==> src/sids_regs.svh <==
// Register offsets, field positions and reset values of the descriptor block
`ifndef SIDS_REGS_SVH
`define SIDS_REGS_SVH

// ************************************************************
// Register byte offsets (low address byte)
// ************************************************************
`define SIDS_OFF_STATE 8'h00
`define SIDS_OFF_PAGE0 8'h04
`define SIDS_OFF_PAGE1 8'h08
`define SIDS_OFF_MASKS 8'h0c

// ************************************************************
// Transfer-state word fields
// ************************************************************
`define SIDS_B_IOC 31
`define SIDS_B_PSEL 30
`define SIDS_TOTAL_MSB 25
`define SIDS_TOTAL_LSB 16
`define SIDS_PROG_MSB 15
`define SIDS_PROG_LSB 8
`define SIDS_B_ACTIVE 7
`define SIDS_B_RESP_ERR 6
`define SIDS_B_BUF_ERR 5
`define SIDS_B_BABBLE 4
`define SIDS_B_XACT_ERR 3
`define SIDS_B_MISSED 2
`define SIDS_B_PHASE 1

// Reserved bits 29..26 and 0 read as zero
`define SIDS_STATE_WMASK 32'hc3ff_fffe
`define SIDS_MASKS_WMASK 32'h0000_ffff
`define SIDS_RST_WORD 32'h0000_0000
`define SIDS_RST_MASKS 16'h0000

`endif

==> src/sids_pkg.sv <==
// Types shared by the split isochronous descriptor state block
package sids_pkg;

    typedef struct packed {
        logic [31:0] state;
        logic [31:0] page0;
        logic [31:0] page1;
        logic [15:0] masks;
        logic irq_pend;
        logic irq;
        logic ss;
        logic cs;
        logic bad_crc;
        logic [31:0] buf_addr;
        logic [31:0] rdata;
        logic wr_pend;
        logic [7:0] wr_addr;
    } sids_st_t;

endpackage : sids_pkg

==> src/sids_core.sv <==
// Split isochronous descriptor transfer-state logic with AHB-Lite registers
//
// Summary of operation
// - Finished split with interrupt bit set raises interrupt at next threshold.
// - Buffer address joins byte offset to page 0 or page 1 pointer.
// - Retiring leaves the page-select bit untouched.
// - Retire by clearing the active bit.
// - Progress mask records each complete split executed.
// - Error handshake from translator sets the error-response bit.
// - Overrun or underrun sets the buffer-error bit at status update.
// - Transmit underrun forces a bad CRC; overrun needs nothing more.
// - Babble on this descriptor's transaction sets the babble bit.
// - No valid device response sets the transaction-error bit.
// - Transaction-error bit is only set for IN transactions.
// - Host hold-off skipping a complete split sets missed-microframe bit.
// - In start phase, issue start split where start mask bit matches.
// - In complete phase, issue complete split where completion mask matches.
// - Low three frame index bits select the mask bit in use.
// - Completion mask, active and phase decide complete-split microframes.
//
// Chosen here: the placing of the registers and register access over AHB-Lite.
`timescale 1ns/1ps
`include "sids_regs.svh"

module sids_core
    import sids_pkg::*;
#(
    parameter int FRAME_W = 14
) (
    input wire logic i_clk,
    input wire logic i_reset,
    input wire logic i_hsel,
    input wire logic [31:0] i_haddr,
    input wire logic [1:0] i_htrans,
    input wire logic i_hwrite,
    input wire logic [2:0] i_hsize,
    input wire logic [31:0] i_hwdata,
    input wire logic i_hready,
    output logic o_hreadyout,
    output logic o_hresp,
    output logic [31:0] o_hrdata,
    input wire logic i_uframe_start,
    input wire logic [FRAME_W-1:0] i_frame_index_counter,
    input wire logic i_dir_in,
    input wire logic i_result_valid,
    input wire logic i_resp_err,
    input wire logic i_overrun,
    input wire logic i_underrun,
    input wire logic i_babble,
    input wire logic i_no_response,
    input wire logic i_holdoff_miss,
    input wire logic i_split_finished,
    input wire logic i_irq_threshold,
    output logic o_start_split,
    output logic o_complete_split,
    output logic o_force_bad_crc,
    output logic o_irq,
    output logic o_active,
    output logic [31:0] o_buf_addr
);

    // ************************************************************
    // Helpers
    // ************************************************************

    function automatic logic bit_at(input logic [7:0] m, input logic [2:0] i);
        bit_at = m[i];
    endfunction : bit_at

    function automatic logic [31:0] join_addr(input logic psel,
                                              input logic [31:0] p0,
                                              input logic [31:0] p1);
        join_addr = psel ? {p1[31:12], p0[11:0]} : {p0[31:12], p0[11:0]};
    endfunction : join_addr

    function automatic logic [31:0] read_reg(input sids_st_t s,
                                             input logic [7:0] a);
        if (a == `SIDS_OFF_STATE) begin
            read_reg = s.state;
        end else if (a == `SIDS_OFF_PAGE0) begin
            read_reg = s.page0;
        end else if (a == `SIDS_OFF_PAGE1) begin
            read_reg = s.page1;
        end else if (a == `SIDS_OFF_MASKS) begin
            read_reg = {16'h0000, s.masks};
        end else begin
            read_reg = 32'h0000_0000;
        end
    endfunction : read_reg

    sids_st_t st_r;
    sids_st_t st_nxt;
    logic [2:0] uf_idx;

    assign uf_idx = i_frame_index_counter[2:0];

    // ************************************************************
    // Next state
    // ************************************************************
    always_comb begin
        st_nxt = st_r;
        st_nxt.ss = 1'b0;
        st_nxt.cs = 1'b0;
        st_nxt.bad_crc = 1'b0;
        st_nxt.irq = 1'b0;
        st_nxt.wr_pend = 1'b0;

        // Write data phase; hardware updates below win over it
        if (st_r.wr_pend) begin
            if (st_r.wr_addr == `SIDS_OFF_STATE) begin
                st_nxt.state = i_hwdata & `SIDS_STATE_WMASK;
            end else if (st_r.wr_addr == `SIDS_OFF_PAGE0) begin
                st_nxt.page0 = i_hwdata;
            end else if (st_r.wr_addr == `SIDS_OFF_PAGE1) begin
                st_nxt.page1 = i_hwdata;
            end else if (st_r.wr_addr == `SIDS_OFF_MASKS) begin
                st_nxt.masks = i_hwdata[15:0];
            end
        end

        // Address phase; read data is captured now, so no wait states
        if (i_hready && i_hsel && i_htrans[1]) begin
            st_nxt.wr_pend = i_hwrite;
            st_nxt.wr_addr = i_haddr[7:0];
            if (!i_hwrite) begin
                st_nxt.rdata = read_reg(st_r, i_haddr[7:0]);
            end
        end

        if (i_uframe_start && st_nxt.state[`SIDS_B_ACTIVE]) begin
            if (!st_nxt.state[`SIDS_B_PHASE] &&
                bit_at(st_nxt.masks[7:0], uf_idx)) begin
                st_nxt.ss = 1'b1;
                st_nxt.state[`SIDS_B_PHASE] = 1'b1;
                st_nxt.state[`SIDS_PROG_MSB:`SIDS_PROG_LSB] = 8'h00;
            end else if (st_nxt.state[`SIDS_B_PHASE] &&
                         bit_at(st_nxt.masks[15:8], uf_idx)) begin
                st_nxt.cs = 1'b1;
                st_nxt.state[`SIDS_PROG_LSB + uf_idx] = 1'b1;
            end
        end

        if (i_result_valid) begin
            if (i_resp_err) begin
                st_nxt.state[`SIDS_B_RESP_ERR] = 1'b1;
            end
            if (i_overrun || i_underrun) begin
                st_nxt.state[`SIDS_B_BUF_ERR] = 1'b1;
            end
            if (i_babble) begin
                st_nxt.state[`SIDS_B_BABBLE] = 1'b1;
            end
            if (i_no_response && i_dir_in) begin
                st_nxt.state[`SIDS_B_XACT_ERR] = 1'b1;
            end
            st_nxt.bad_crc = i_underrun && !i_dir_in;
        end

        if (i_holdoff_miss) begin
            st_nxt.state[`SIDS_B_MISSED] = 1'b1;
        end

        // Threshold first, so a completion in the same cycle is kept
        if (i_irq_threshold && st_r.irq_pend) begin
            st_nxt.irq = 1'b1;
            st_nxt.irq_pend = 1'b0;
        end

        if (i_split_finished && st_nxt.state[`SIDS_B_ACTIVE]) begin
            st_nxt.state[`SIDS_B_ACTIVE] = 1'b0;
            if (st_nxt.state[`SIDS_B_IOC]) begin
                st_nxt.irq_pend = 1'b1;
            end
        end

        st_nxt.buf_addr = join_addr(st_nxt.state[`SIDS_B_PSEL],
                                    st_nxt.page0, st_nxt.page1);
    end

    // ************************************************************
    // State register
    // ************************************************************
    always_ff @(posedge i_clk) begin
        if (i_reset) begin
            st_r <= '0;
        end else begin
            st_r <= st_nxt;
        end
    end

    assign o_hreadyout = 1'b1;
    assign o_hresp = 1'b0;
    assign o_hrdata = st_r.rdata;
    assign o_start_split = st_r.ss;
    assign o_complete_split = st_r.cs;
    assign o_force_bad_crc = st_r.bad_crc;
    assign o_irq = st_r.irq;
    assign o_active = st_r.state[`SIDS_B_ACTIVE];
    assign o_buf_addr = st_r.buf_addr;
endmodule : sids_core

==> config.mk <==
export PLATFORM = sky130hd
export DESIGN_NAME = sids_core
export DESIGN_NICKNAME = d
export VERILOG_FILES = /design/src/sids_pkg.sv /design/src/sids_core.sv
export VERILOG_INCLUDE_DIRS = /design/src
export SDC_FILE = /design/constraint.sdc
export NUM_CORES = 1
export LEC_CHECK = 0
export ABC_AREA = 0
export BUFFER_PORTS_ARGS = -buffer_cell sky130_fd_sc_hd__clkbuf_2
export CAP_MARGIN = 20
export CORE_UTILIZATION = 25
export CTS_BUF_LIST = sky130_fd_sc_hd__clkbuf_4
export DETAILED_ROUTE_END_ITERATION = 12
export SLEW_MARGIN = 20
export SYNTH_ARGS = -nofsm -noshare
export SYNTH_HDL_FRONTEND = slang
export SYNTH_SLANG_ARGS = --single-unit
==> constraint.sdc <==
create_clock -name i_clk -period 6.03 [get_ports i_clk]
set_clock_uncertainty 0.1 [all_clocks]
set_input_delay 0.9045 -clock i_clk [delete_from_list [all_inputs] [get_ports i_clk]]
set_output_delay 0.9045 -clock i_clk [all_outputs]
set_load 0.01 [all_outputs]
==> results_dict.tcl, run 1 <==
set metrics [dict create \
    outcome "finished, final reports clean" \
    yosysWarnings 0 \
    ir_drop_mv 0.1244 \
    synthArstFlopShare_pct 0 \
    period_share_pct 63.79 \
    post_drt_wl_per_cell_um 16.86 \
    slew_headroom_pct 26.06 \
    fp-row-count 63 \
    syn_area_um2 7635 \
    ios 170 \
    ys_seq_area_share_pct 45.36 \
    worstPathCellList "or4b_1 > nor3_4 > nand2_1 > nand2_1 > nor2b_2 > a2bb2oi_1" \
    syn_nets 1002 \
    htree_levels 4 \
    drive_above_1_share_pct 21.62 \
    synth_cell_types 49 \
    fmax_ghz 0.2600 \
    synth_edf_count 0 \
    grt_usage_pct 14.51 \
    start_kind "flop" \
    drt-total-wl_um 22580 \
    hold_class "flop to flop" \
    cts_root_buf "clkbuf_4" \
    switchingPower_mw 0.4987 \
    p_leak_nw 3.231 \
    end_kind "flop" \
    p_clk_share_pct 34.7 \
    placed_area_um2 8155 \
    cp_slowest_cell "nor2b_2" \
    die-height_um 176.8 \
    grt_max_degree 82 \
    avgSynthCellArea_um2 8.455 \
    grt_antenna_before_repair 5 \
    fin_ws_ps 2184 \
    cp.required_ps 6430 \
    drt.antenna.violating_nets 0 \
    synthCells 903 \
    post_cts_buffers 0 \
    dr.pass1.iters 5 \
    overflow 0 \
    period_needed_ps 3846 \
    cp_top_family "simple AND/OR/NAND/NOR gates" \
    arrival_ps 4240 \
    cts_max_path_buffers 2 \
    pwr-share-seq_pct 58.6 \
    drtIter0Drc 365 \
    power_density_nw_per_um2 234.5 \
    crit_path_frequent_cell "nand2_1" \
    grt_pass1_wl_um 34700 \
    hold_ws_ps 358.1 \
    internal_power_mw 1.482 \
    setup_viol 0 \
    rsz0062_at_grt "false" \
    drv_cap 0 \
    dpl_worst_slack_ps 2188 \
    synth-main-ff-cell "dfxtp_1" \
    postCtsHoldBufs 0 \
    synthToLayoutAreaGrowth_pct 10.60 \
    cts.sinks 173 \
    cp.buffers_inverters 0 \
    num_vias 6330 \
    combPwrFrac_pct 6.7 \
    slew_viol_final 0 \
    critPathKind "flop to flop" \
    portBuffers 128 \
    hold_viol_final 0 \
    ys_ff_latch 173 \
    fp.coreArea_um2 29870 \
    grt_pass1_vias 5881 \
    gp_congestion 0.8287 \
    path_max_fanout 21 \
    cts_tree "yes" \
    fin_nets 1034 \
    start_util_pct 25.56 \
    cts.repair.resized 0 \
    die_area_um2 31240 \
    vias_per_cell 4.727 \
    final_util_pct 28.27 \
    worst_slew_pin_slew_ps 1104 \
    cts_buffers 17 \
    crit_path_max_incr_delay_ps 1030 \
    design_area_um2 8444 \
    tns_ps 0 \
    clkSlewWorstSetupHoldPaths_ps 130 \
    switching_share_pct 25.18 \
    dp_hpwl_um 15450 \
    clk_latency_ps 580 \
    drc 0 \
    fp.dieW_um 176.8 \
]
final timing paths:
check	start	end	slack, ps	depth (start not counted)
setup reg to reg	st_r[4]	o_buf_addr[13]	2180	6
hold reg to reg	st_r[175]	st_r[175]	360	2
setup / recovery	st_r[4]	o_buf_addr[13]	2180	6
hold / removal	st_r[175]	st_r[175]	360	2
cells in the final DEF (no fill, tap or decap), types with 4 or more instances in the layout:
| master | instances |
|---|---|
| a31oi_1 | 20 |
| o21ai_0 | 15 |
| a22oi_1 | 33 |
| mux2i_1 | 37 |
| nand2_1 | 186 |
| nand2b_1 | 4 |
| clkinv_2 | 4 |
| a211oi_1 | 18 |
| a2bb2oi_1 | 20 |
| a22o_1 | 5 |
| dfxtp_1 | 173 |
| buf_4 | 15 |
| nand3_1 | 7 |
| clkbuf_4 | 18 |
| mux2_2 | 17 |
| clkbuf_2 | 127 |
| inv_1 | 13 |
| mux4_2 | 4 |
| a21oi_1 | 77 |
| nor2_1 | 82 |
| nand4_1 | 7 |
| nor3_1 | 16 |
| clkinv_1 | 4 |
through the flow:
stage                     total power [mW]  std cells
final                                1.981       1339
after global routing                 2.055       1339
after CTS                            2.000       1338
after detailed placement             1.318       1306
after global placement               1.317       1306
after floorplan                      1.262        903
registers in the layout, indices dropped and copies added, names as in the netlist:
signal,flops
st_r,116
o_hrdata,32
o_start_split,1
o_force_bad_crc,1
o_complete_split,1
o_irq,1
o_active,1
o_buf_addr,20
layer usage:
layer	wire (µm)	share of wire (%)	up-vias	global-route usage [%]
met3	1251	5.5	27	3.716
met4	330	1.5	8	4.382
met2	10300	46	159	22.34
met5	58	0.26	-	0
li1	-	-	3105	-
met1	10650	47	3031	19.77
power by group through the flow:
stage | logic, mW | registers [mW] | clock network [mW]
after global placement | 0.131 | 1.19 | 0
after CTS | 0.132 | 1.16 | 0.707
after detailed placement | 0.132 | 1.19 | 0
after global routing | 0.143 | 1.16 | 0.750
after floorplan | 0.0783 | 1.18 | 0
final | 0.132 | 1.16 | 0.688
synthesized netlist by cell type, types with 2 or more instances:
cell,instances,area share (%)
a31oi_1,20,1.6
a211oi_1,18,1.8
mux2_2,17,2.5
o22ai_1,2,0.16
nand3_1,7,0.46
nor3_1,17,1.1
nor4_2,2,0.33
nor4_1,2,0.16
nand2_1,186,9.1
mux4_2,4,1.2
dfxtp_1,173,45
nand4_1,7,0.57
mux2i_1,37,4.9
nor2b_1,5,0.41
inv_1,13,0.64
a21oi_1,77,5.0
buf_4,66,6.5
a22oi_1,33,3.2
nor4_4,2,0.56
o221ai_1,2,0.23
and3_1,2,0.16
o21ai_0,15,0.98
or3_1,3,0.25
conb_1,2,0.098
buf_1,8,0.39
nand2b_1,4,0.33
a2bb2oi_1,20,2.3
a22o_1,5,0.57
nor2_1,82,4.0
clkbuf_1,53,2.6
tightest hold or removal path, cell delays in order, from the launching register on:
cell	delay, ps
dfxtp_1	330
nand2_1	50
a21oi_1	50
logic make-up (layout without fill, tap and decap cells):
logic type	count (synthesis)	count (layout)	share of synthesized area, %
DFF	173	173	45.36
AOI/OAI and AO/OA	197	197	16.63
muxes	58	58	8.538
and+or+nand+nor	331	331	19.03
other	2	3	0.09837
buffers and inverters	142	187	10.34
layout make-up:
| cell class | count | area [µm²] |
|---|---|---|
| clock buffers | 18 | 135.1 |
| diodes | 1 | 2.502 |
| inverters | 13 | 48.80 |
| clock inverters | 14 | 151.4 |
| repair buffers | 142 | 748.2 |
| well taps | 390 | 488.0 |
| flip-flops and latches | 173 | 3463 |
| fillers | 3211 | 21430 |
| multi-input cells | 588 | 3407 |
Note: power is estimated with default switching activity, not from simulation.
==> run 2, diff against run 1 <==
==> constraint.sdc (replaced) <==
create_clock -name i_clk -period 3.8 [get_ports i_clk]
set_clock_uncertainty 0.1 [all_clocks]
set_input_delay 0.57 -clock i_clk [delete_from_list [all_inputs] [get_ports i_clk]]
set_output_delay 0.57 -clock i_clk [all_outputs]
set_load 0.01 [all_outputs]
==> run 2 against run 1 <==
Non-clock buffer count rose by 6. Setup slack got worse by 1500 ps. Routed wire length fell by 1.5%. Via count barely moved. Maximum frequency rose by 24%. Sequential share of layout area fell by 0.23 points. Register-to-register slack got worse by 1500 ps. Critical endpoint is now st_r[173].
==> results_dict.tcl, run 2 (synthesis results as in run 1) <==
set metrics [dict create \
    dr.pass1.iters 5 \
    grt_usage_pct 14.43 \
    synthToLayoutAreaGrowth_pct 11.23 \
    portBuffers 128 \
    outcome "finished, final reports clean" \
    largest-register "st_r" \
    worst_slew_pin_slew_ps 985.0 \
    stdcell_count 1345 \
    cp_slowest_cell "nor4_4" \
    gp_congestion 0.8451 \
    p_leak_nw 3.250 \
    critPathKind "flop to flop" \
    layout_commonest_cell "nand2_1" \
    cts_root_buf "clkbuf_4" \
    rr_startpoint "st_r[4]" \
    cts_max_path_buffers 2 \
    cts.sinks 173 \
    start_kind "flop" \
    hold_class "input pin to flop" \
    power.total_mw 3.108 \
    cp.required_ps 4220 \
    die-height_um 176.8 \
    crit_start "st_r[4]" \
    drt.antenna.violating_nets 0 \
    htree_levels 4 \
    dp_hpwl_um 15740 \
    grt_max_degree 101 \
    worstPathCellList "or4b_1 > nor4_4 > a211oi_1 > nor4_4 > nand4_1 > a31oi_1" \
    arrival_ps 3520 \
    dpl.cell_count 1312 \
    drive_above_1_share_pct 22.22 \
    crit_path_max_incr_delay_ps 750 \
    slew_headroom_pct 33.98 \
    fmax_ghz 0.3225 \
    post_cts_buffers 0 \
    start_util_pct 25.56 \
    period_share_pct 81.59 \
    power_density_nw_per_um2 366.0 \
    drtIter0Drc 404 \
    r2r-end "st_r[173]" \
    hold_viol_final 0 \
    grt_pass1_wl_um 34740 \
    period_needed_ps 3100 \
    rsz0062_at_grt "false" \
    postCtsHoldBufs 0 \
    reg2reg_slack_ps 700 \
    cts.repair.resized 0 \
    fillers 3203 \
    largest_reg_flops 116 \
    grt_antenna_before_repair 5 \
    reg2reg_depth 6 \
    drv_cap 0 \
    path_max_fanout 15 \
    critPathCapture "st_r[173]" \
    post_drt_wl_per_cell_um 16.54 \
    final_cell_mix "nand2_1 (186), dfxtp_1 (173), clkbuf_2 (127)" \
    slew_viol_final 0 \
    fp.coreArea_um2 29870 \
    ir_drop_mv 0.1254 \
    drc 0 \
    vias_per_cell 4.711 \
    grt_pass1_vias 5980 \
    tns_ps 0 \
    cts_tree "yes" \
    die_area_um2 31240 \
    setup_viol 0 \
    hold_ws_ps 58.12 \
    fp-row-count 63 \
    cts_buffers 17 \
    crit_path_frequent_cell "nor4_4" \
    end_kind "flop" \
    num_vias 6336 \
    drt-total-wl_um 22250 \
    min-delay-start "i_split_finished" \
    overflow 0 \
    clk_latency_ps 580 \
    fin_nets 1040 \
    fp.dieW_um 176.8 \
    ios 170 \
    clkSlewWorstSetupHoldPaths_ps 140 \
]
-- run 2: cell count changes in the layout (fill, tap and decap cells not counted), moves of 2 or more --
cell and delta:
clkinv_1 -2, buf_4 +5, inv_6 +2, clkinvlp_4 +3, clkinv_2 -2
-- run 2: how the worst min path moves through the flow --
stage	endpoint	depth (start not counted)
2_1_floorplan	o_irq	2
3_3_place_gp	st_r[181]	2
3_5_place_dp	o_irq	2
4_1_cts	o_force_bad_crc	2
5_1_grt	o_active	2
6_report	o_active	2
-- run 2: where the power goes --
group          switching (mW)  total [mW]  internal, mW
logic                   0.141       0.211        0.0704
clock network           0.658        1.05         0.397
registers              0.0113        1.84          1.83
total                   0.810        3.11          2.30
-- run 2: per-stage QoR --
stage	util [%]	cell area [µm²]	setup WS (ps)
CTS	28.42	8489	707.2
global placement	27.48	8210	772.4
floorplan	-	7635	1449
finish	28.42	8492	699.6
global route	28.42	8492	537.7
detailed placement	27.48	8210	732.7
-- run 2: cell type report --
type                    count  area (µm²)  share of cell area, %
inverters                  13       48.80                 0.5746
repair buffers            148       805.8                  9.489
diodes                      1       2.502                0.02947
clock buffers              18       135.1                  1.591
multi-input cells         588        3405                  40.09
well taps                 390       488.0                  5.746
flip-flops and latches    173        3463                  40.78
clock inverters            14       143.9                  1.694
-- run 2: layer usage --
metal / part of all wire, % / routed length, µm / GRT usage, % / vias to the layer above
met4: 1.3 / 287 / 4.382 / 8
met5: 0.26 / 57 / 0 / -
met2: 46 / 10140 / 22.39 / 167
met1: 47 / 10470 / 19.44 / 3021
li1: - / - / - / 3113
met3: 5.8 / 1290 / 3.802 / 27
-- run 2: critical path: cells and delay by family, from the launching register on --
family             cells  cell delay, ps
and+or+nand+nor        4            2180
DFF                    1             360
AOI/OAI and AO/OA      2             410
